**src/erad_defs.svh**
```systemverilog
// What this block does
// - While feature enable bit D0 is 1 a write at address 7 lands in the enhancement option register, otherwise in the flag pattern register.
// - With extended read (option bit D6) on, the receive setup, mode, transmit setup and misc control registers become readable.
// - With extended read on, reading upper address 9 returns the channel's receive setup register.
// - With extended read on, reading upper address 11 returns the channel's misc control register.
// - With extended read on, reading upper address 14 returns the channel's enhancement option register.
// - Extended read counts only while feature enable bit D0 is also 1.
// - The frame status FIFO enable (D2) and the link enhancement enable (D0) are independent bits.
// - A control access goes to the pointed register, after which the pointer returns to zero; a write to register 0 loads the pointer instead.
// - Command field D5..D3 equal to 001 with the pointer bits selects registers 8 to 15.
// - With feature enable bit D2 set, reads at addresses 6 and 7 return the FIFO status images.
`ifndef ERAD_DEFS_SVH
`define ERAD_DEFS_SVH

// ----------------------------------------------------------------
// Register addresses
// ----------------------------------------------------------------
`define ERAD_NREG 16
`define ERAD_A_CMD 4'h0
`define ERAD_A_RXSET 4'h3
`define ERAD_A_MODE 4'h4
`define ERAD_A_TXSET 4'h5
`define ERAD_A_FIFO_LO 4'h6
`define ERAD_A_FIFO_HI 4'h7
`define ERAD_A_FLAG 4'h7
`define ERAD_A_BUF 4'h8
`define ERAD_A_RB9 4'h9
`define ERAD_A_MISC 4'ha
`define ERAD_A_RB11 4'hb
`define ERAD_A_RB14 4'he
`define ERAD_A_FEAT 4'hf
`define ERAD_A_ALIAS9 4'hd
`define ERAD_A_ALIAS11 4'hf
`define ERAD_A_ALIAS14 4'ha
`define ERAD_LOW_ALIAS_OFS 4'h4

// ----------------------------------------------------------------
// Field positions and codes
// ----------------------------------------------------------------
`define ERAD_FEAT_ENH_BIT 0
`define ERAD_FEAT_FIFO_BIT 2
`define ERAD_EXT_READ_BIT 6
`define ERAD_PTR_MSB 2
`define ERAD_CMD_MSB 5
`define ERAD_CMD_LSB 3
`define ERAD_CMD_POINT_HIGH 3'h1

// ----------------------------------------------------------------
// Reset values
// ----------------------------------------------------------------
`define ERAD_RST_BYTE 8'h00
`define ERAD_RST_PTR 4'h0

`endif

```
**src/erad_pkg.sv**
```systemverilog
package erad_pkg;

  // Host bus pins as sampled
  typedef struct packed {
    logic rd_b;
    logic wr_b;
    logic ce_b;
    logic dc;
    logic ab;
    logic [7:0] data;
  } erad_pins_t;

  // Per-channel write registers held by this block
  typedef struct packed {
    logic [7:0] rx_setup;
    logic [7:0] mode_setup;
    logic [7:0] tx_setup;
    logic [7:0] flag_pattern;
    logic [7:0] enh_opt;
    logic [7:0] misc_ctrl;
  } erad_chan_t;

  // One finished access reported to the datapath
  typedef struct packed {
    logic valid;
    logic chan;
    logic [3:0] addr;
    logic [7:0] data;
  } erad_xfer_t;

  typedef struct packed {
    erad_pins_t sync1;
    erad_pins_t sync2;
    erad_pins_t held;
    logic wr_act;
    logic rd_act;
    logic hw_rst;
    logic [3:0] ptr;
    logic [7:0] feat;
    erad_chan_t [1:0] ch;
    logic [7:0] dout;
    logic oe_b;
    erad_xfer_t wr;
    erad_xfer_t rd;
  } erad_state_t;

endpackage

```
**src/erad_top.sv**
```systemverilog
`timescale 1ns/1ns
`include "erad_defs.svh"

module erad_top
  import erad_pkg::*;
#(
  parameter int CHANNELS = 2
)
(
  input wire logic clk,
  input wire logic rst_b,
  input wire logic rd_b,
  input wire logic wr_b,
  input wire logic ce_b,
  input wire logic dc,
  input wire logic ab,
  input wire logic [7:0] data_i,
  output logic [7:0] data_o,
  output logic data_oe_b,
  input wire logic [1:0][`ERAD_NREG-1:0][7:0] status_regs,
  output erad_chan_t [1:0] cfg_o,
  output logic [7:0] feat_o,
  output erad_xfer_t wr_o,
  output erad_xfer_t rd_o
);

  // ----------------------------------------------------------------
  // Elaboration checks
  // ----------------------------------------------------------------
  generate
    if (CHANNELS != 2)
    begin : g_chk
      $error("erad_top serves exactly two channels");
    end
  endgenerate

  // ----------------------------------------------------------------
  // State
  // ----------------------------------------------------------------
  erad_state_t s_q;
  erad_state_t s_d;
  erad_pins_t pins;
  logic [7:0] rd_val;
  logic rd_chan;
  logic [3:0] rd_addr;
  logic ext_rd;
  logic fifo_on;
  logic hw;
  logic act_rd;
  logic act_wr;
  logic w_chan;
  logic [3:0] w_addr;
  logic [7:0] w_data;

  assign pins = '{rd_b: rd_b, wr_b: wr_b, ce_b: ce_b, dc: dc, ab: ab, data: data_i};

  // ----------------------------------------------------------------
  // Read selection
  // ----------------------------------------------------------------
  // Chosen from the synchronised pins of the current cycle, so the byte
  // tracks the channel select held during the read strobe.
  always_comb
  begin
    rd_chan = s_q.sync2.ab;
    rd_addr = s_q.sync2.dc ? `ERAD_A_BUF : s_q.ptr;
    fifo_on = s_q.feat[`ERAD_FEAT_FIFO_BIT];
    ext_rd = s_q.feat[`ERAD_FEAT_ENH_BIT]
             & s_q.ch[rd_chan].enh_opt[`ERAD_EXT_READ_BIT];
    case (rd_addr)
      `ERAD_A_MODE:
      begin
        if (ext_rd)
          rd_val = s_q.ch[rd_chan].mode_setup;
        else
          rd_val = status_regs[rd_chan][rd_addr - `ERAD_LOW_ALIAS_OFS];
      end
      `ERAD_A_TXSET:
      begin
        if (ext_rd)
          rd_val = s_q.ch[rd_chan].tx_setup;
        else
          rd_val = status_regs[rd_chan][rd_addr - `ERAD_LOW_ALIAS_OFS];
      end
      `ERAD_A_FIFO_LO,
      `ERAD_A_FIFO_HI:
      begin
        if (fifo_on)
          rd_val = status_regs[rd_chan][rd_addr];
        else
          rd_val = status_regs[rd_chan][rd_addr - `ERAD_LOW_ALIAS_OFS];
      end
      `ERAD_A_RB9:
      begin
        if (ext_rd)
          rd_val = s_q.ch[rd_chan].rx_setup;
        else
          rd_val = status_regs[rd_chan][`ERAD_A_ALIAS9];
      end
      `ERAD_A_RB11:
      begin
        if (ext_rd)
          rd_val = s_q.ch[rd_chan].misc_ctrl;
        else
          rd_val = status_regs[rd_chan][`ERAD_A_ALIAS11];
      end
      `ERAD_A_RB14:
      begin
        if (ext_rd)
          rd_val = s_q.ch[rd_chan].enh_opt;
        else
          rd_val = status_regs[rd_chan][`ERAD_A_ALIAS14];
      end
      default:
      begin
        rd_val = status_regs[rd_chan][rd_addr];
      end
    endcase
  end

  // ----------------------------------------------------------------
  // Access sequencing
  // ----------------------------------------------------------------
  always_comb
  begin
    s_d = s_q;
    s_d.sync1 = pins;
    s_d.sync2 = s_q.sync1;
    s_d.wr.valid = 1'b0;
    s_d.rd.valid = 1'b0;
    // Both strobes low is the hardware reset condition, not an access
    hw = !s_q.sync2.rd_b && !s_q.sync2.wr_b;
    act_rd = !hw && !s_q.sync2.ce_b && !s_q.sync2.rd_b;
    act_wr = !hw && !s_q.sync2.ce_b && !s_q.sync2.wr_b;
    s_d.hw_rst = hw;
    s_d.rd_act = act_rd;
    s_d.wr_act = act_wr;
    s_d.oe_b = !act_rd;
    if (act_rd || act_wr)
    begin
      s_d.held = s_q.sync2;
    end
    if (act_rd)
    begin
      s_d.dout = rd_val;
    end
    w_chan = s_q.held.ab;
    w_addr = s_q.held.dc ? `ERAD_A_BUF : s_q.ptr;
    w_data = s_q.held.data;
    if (hw)
    begin
      s_d.ptr = `ERAD_RST_PTR;
      s_d.feat = `ERAD_RST_BYTE;
      for (int i = 0; i < CHANNELS; i++)
      begin
        s_d.ch[i] = {6{`ERAD_RST_BYTE}};
      end
      s_d.rd_act = 1'b0;
      s_d.wr_act = 1'b0;
    end
    else if (s_q.wr_act && !act_wr)
    begin
      // Write completes on the trailing edge of the strobe
      if (!s_q.held.dc)
      begin
        s_d.ptr = `ERAD_RST_PTR;
      end
      case (w_addr)
        `ERAD_A_CMD:
        begin
          s_d.ptr = {w_data[`ERAD_CMD_MSB:`ERAD_CMD_LSB] == `ERAD_CMD_POINT_HIGH,
                     w_data[`ERAD_PTR_MSB:0]};
          s_d.wr = '{valid: 1'b1, chan: w_chan, addr: w_addr, data: w_data};
        end
        `ERAD_A_RXSET:
        begin
          s_d.ch[w_chan].rx_setup = w_data;
        end
        `ERAD_A_MODE:
        begin
          s_d.ch[w_chan].mode_setup = w_data;
        end
        `ERAD_A_TXSET:
        begin
          s_d.ch[w_chan].tx_setup = w_data;
        end
        `ERAD_A_FLAG:
        begin
          if (s_q.feat[`ERAD_FEAT_ENH_BIT])
            s_d.ch[w_chan].enh_opt = w_data;
          else
            s_d.ch[w_chan].flag_pattern = w_data;
        end
        `ERAD_A_MISC:
        begin
          s_d.ch[w_chan].misc_ctrl = w_data;
        end
        `ERAD_A_FEAT:
        begin
          // Both enables stored as written, neither gates the other
          s_d.feat = w_data;
        end
        default:
        begin
          s_d.wr = '{valid: 1'b1, chan: w_chan, addr: w_addr, data: w_data};
        end
      endcase
    end
    else if (s_q.rd_act && !act_rd)
    begin
      if (!s_q.held.dc)
      begin
        s_d.ptr = `ERAD_RST_PTR;
      end
      s_d.rd = '{valid: 1'b1, chan: w_chan, addr: w_addr, data: s_q.dout};
    end
  end

  // ----------------------------------------------------------------
  // Registers
  // ----------------------------------------------------------------
  always_ff @(posedge clk or negedge rst_b)
  begin
    if (!rst_b)
    begin
      s_q <= '0;
      s_q.sync1 <= '{rd_b: 1'b1, wr_b: 1'b1, ce_b: 1'b1, dc: 1'b0, ab: 1'b0, data: 8'h00};
      s_q.sync2 <= '{rd_b: 1'b1, wr_b: 1'b1, ce_b: 1'b1, dc: 1'b0, ab: 1'b0, data: 8'h00};
      s_q.oe_b <= 1'b1;
    end
    else
    begin
      s_q <= s_d;
    end
  end

  // ----------------------------------------------------------------
  // Outputs
  // ----------------------------------------------------------------
  assign data_o = s_q.dout;
  assign data_oe_b = s_q.oe_b;
  assign cfg_o = s_q.ch;
  assign feat_o = s_q.feat;
  assign wr_o = s_q.wr;
  assign rd_o = s_q.rd;

endmodule

```
**config.mk**
```make
export PLATFORM = sky130hd
export DESIGN_NAME = erad_top
export DESIGN_NICKNAME = d
export VERILOG_FILES = /design/src/erad_pkg.sv /design/src/erad_top.sv
export VERILOG_INCLUDE_DIRS = /design/src
export SDC_FILE = /design/constraint.sdc
export NUM_CORES = 1
export LEC_CHECK = 0
export ABC_AREA = 1
export BUFFER_PORTS_ARGS = -buffer_cell sky130_fd_sc_hd__buf_4
export CAP_MARGIN = 5
export CORE_MARGIN = 2
export CORE_UTILIZATION = 35
export DETAILED_ROUTE_END_ITERATION = 10
export SYNTH_ARGS = -nofsm -noshare
export SYNTH_HDL_FRONTEND = slang
export SYNTH_SLANG_ARGS = --single-unit
```
**constraint.sdc**
```tcl
create_clock -name clk -period 2.4 [get_ports clk]
set_clock_uncertainty 0.05 [all_clocks]
set_input_delay 0.48 -clock clk [delete_from_list [all_inputs] [get_ports clk]]
set_output_delay 0.48 -clock clk [all_outputs]
set_load 0.1 [all_outputs]
```
==> run summary <==
Layout area overhead - 26.8%
Core area - 36500 um^2
Max Freq - 449 MHz
Sequential area share after synthesis - 0.354
RSZ-0062 raised after global routing - no
Clock latency at the later pin of the worst-skew pair - 0.44 ns
Clock transition at path regs - 0.07 ns
Via density - 5.04
H-tree lvl count - 4
CP Data Required Time - 2.68 ns
Pint - 6090 uW
Failing checks - hold timing
Syn Std Cell Area - 12900 um^2
Io pins - 412
Hold Slack - -0.00610 ns
Sink Count - 183
Worst R2R End - data_o[0]
Worst EP arrival - 2.51 ns
Most common cell after layout, fill and taps aside - nand2_1
First-pass GRT wire length - 81.2 mm
TritonCTS clock tree - yes
Crit start category - register
Initial antenna violation count - 4
Pwr per Cell Area - 683 nW/um^2
Final nets - 2553
Routability cong. - 0.924
Die Width - 196 um
Post-DRT Antenna Nets - 0
Vias in the first global route - 13.3k
Period Utilization, post-route - 0.928
Largest net degree at the start of global routing - 100
Die Area - 38500 um^2
Post-synthesis register bit count - 183
Peak supply drop - 0.000536 V
Syn_nets - 2295
PortBufs - 411
Netlist cell types - 39
Finish-stage setup viols - 0
Non-Filler Instances - 2763
Final min period - 2.23 ns
Final slew viol count - 0
Outcome - finished, violations left
Worst R2R Setup Slack - 0.17 ns
Sequential Power Share - 0.332
First-pass iteration count of the detailed router - 6
Placement Setup Slack - -0.131 ns
Share of layout cells above drive strength 1 - 0.242
Worst-Margin Slew - 0.644 ns
Crit end category - register
Uppermost layer routed - met5
WS Path Type - register to register
Average cell area after synthesis - 6.41 um^2
Setup TNS - 0 ns
Grt total ovfl - 0
Num CTS Buffers - 17
Sw frac - 0.457
Setup WS post-layout - 0.173 ns
FP Rows - 70
Pleak - 0.00870 uW
Max FO, Critical Path - 9
Hold crit path type - input pin to asynchronous set/reset pin
Commonest non-fill, non-tap cells in the layout - 954 x nand2_1, 461 x buf_4, 175 x dfrtp_1
Combinational share of power - 0.410
Inst Count DP - 2728
Tot Pwr - 11200 uW
Slew HR - 0.570
DIE HEIGHT - 196 um
Synth warnings - 0
Vias - 13.9k
Routed len/inst - 20.1 um
Hold buffers post-CTS - 0
Clock share of power - 0.259
Initial detailed-routing violation count - 1115
Met3 WL post-DR - 3.36 mm
WL final - 55.6 mm
DPL Wire Length - 43.3 mm
Hold Fails Final Rpt - 8
Metal-1 WL - 22.5 mm
Number of cells on the worst reg-to-reg path - 12
Max-cap violations - 0
Starting Density - 0.354
Worst r2r src - s_q[170]
Met2 wire len - 27.6 mm
Root buffer cell - clkbuf_16
Syn Inst Count - 2021
Sw Pwr - 5120 uW
Maximum clock path buffer count - 2
GRT Resource Usage Total - 0.280
Remaining DRCs - 0
==> area by class of cell <==
cell class / count / area [um^2]
multi-input combinational: 1467 / 6370
fill: 3925 / 20100
clock inverter: 14 / 166
sequential: 183 / 4590
timing repair buffer: 476 / 3750
inverter: 134 / 510
clock buffer: 18 / 429
antenna: 3 / 7.51
tap: 468 / 586
==> critical path, stage by stage (launching register included) <==
cell	delay, ns
dfrtp_1	0.42
nor2_1	0.24
clkinv_1	0.13
buf_4	0.20
ha_1	0.21
nand2_2	0.15
inv_2	0.12
o211ai_1	0.14
nand2_1	0.08
nor2_1	0.09
nand2_1	0.06
nor2_1	0.17
nor2_1	0.06
==> what timing repair did <==
action / CTS / global route
gates resized for setup: 1 / 2
hold endpoints to repair: 0 / 0
buffers inserted: 0 / 0
setup endpoints to repair: 7 / 8
==> cells by family after synthesis <==
kind of cell / synth area share
AND/OR/NAND/NOR: 0.350
buffers and inverters: 0.156
AO/OA/AOI/OAI: 0.136
flip-flops: 0.354
adder cells (fa/ha/maj): 0.00290
multiplexers: 0.000773
==> synth_stat cells <==
master | count | area share
a21oi_1 | 47 | 0.018
a21oi_2 | 2 | 0.0014
a21oi_4 | 1 | 0.0013
a22oi_1 | 1 | 0.00058
a2bb2oi_1 | 8 | 0.0054
buf_1 | 7 | 0.0020
buf_2 | 36 | 0.014
buf_4 | 141 | 0.082
buf_6 | 6 | 0.0052
clkbuf_1 | 47 | 0.014
clkinv_1 | 2 | 0.00058
dfrtp_1 | 176 | 0.34
dfstp_2 | 7 | 0.014
ha_1 | 3 | 0.0029
inv_1 | 123 | 0.036
inv_2 | 7 | 0.0020
inv_4 | 2 | 0.00097
mux2i_1 | 1 | 0.00077
nand2_1 | 955 | 0.28
nand2_2 | 5 | 0.0024
nand2_4 | 4 | 0.0035
nand3_1 | 49 | 0.019
nand3b_1 | 1 | 0.00058
nand4_1 | 9 | 0.0043
nor2_1 | 120 | 0.035
nor2_2 | 2 | 0.00097
nor2_4 | 3 | 0.0026
nor2_8 | 1 | 0.0015
nor3_1 | 4 | 0.0015
nor3_2 | 2 | 0.0015
o211ai_1 | 11 | 0.0064
o21ai_0 | 163 | 0.063
o21ai_1 | 9 | 0.0035
o21ai_2 | 2 | 0.0014
o22ai_1 | 32 | 0.015
o2bb2ai_1 | 6 | 0.0041
o31ai_1 | 15 | 0.0087
o32ai_1 | 10 | 0.0068
or3_1 | 1 | 0.00048
==> metrics by stage <==
step            util  instance area (um^2)
5_1_grt        0.449                 16400
3_3_place_gp   0.432                 15800
4_1_cts        0.449                 16400
6_report       0.449                 16400
2_1_floorplan      -                 12900
3_5_place_dp   0.432                 15800
==> routing by layer <==
layer,vias to the layer above,GRT usage
li1,6753,-
met1,6504,0.344
met2,580,0.494
met3,95,0.0351
met4,2,0.120
met5,-,0
==> state kept, by name, summed over array words and instances (netlist names) <==
register,cells
cfg_o,96
s_q,19
rd_o,14
wr_o,14
s_d,13
data_o,8
feat_o,8
w_data,8
data_oe_b,1
rd_chan,1
w_chan,1
==> power groups by stage <==
stage          logic (uW)  registers, uW  clock network (uW)
2_1_floorplan        3460           3610                   0
3_3_place_gp         4590           3770                   0
3_5_place_dp         4600           3770                   0
4_1_cts              4610           3720                2960
5_1_grt              4840           3740                3070
6_report             4590           3720                2900
==> worst max-delay path by stage <==
stage / cells past startpoint / end / startpoint / slack [ns]
floorplan: 14 / data_o[1] / s_q[170] / 0.01
global placement: 14 / data_o[3] / s_q[143] / -0.02
detailed placement: 11 / data_o[4] / s_q[170] / -0.13
global route: 12 / data_o[0] / s_q[170] / 0.008
finish: 12 / data_o[0] / s_q[170] / 0.17
CTS: 12 / data_o[0] / s_q[170] / 0.06
No activity file was read; power rests on OpenSTA's default activity.
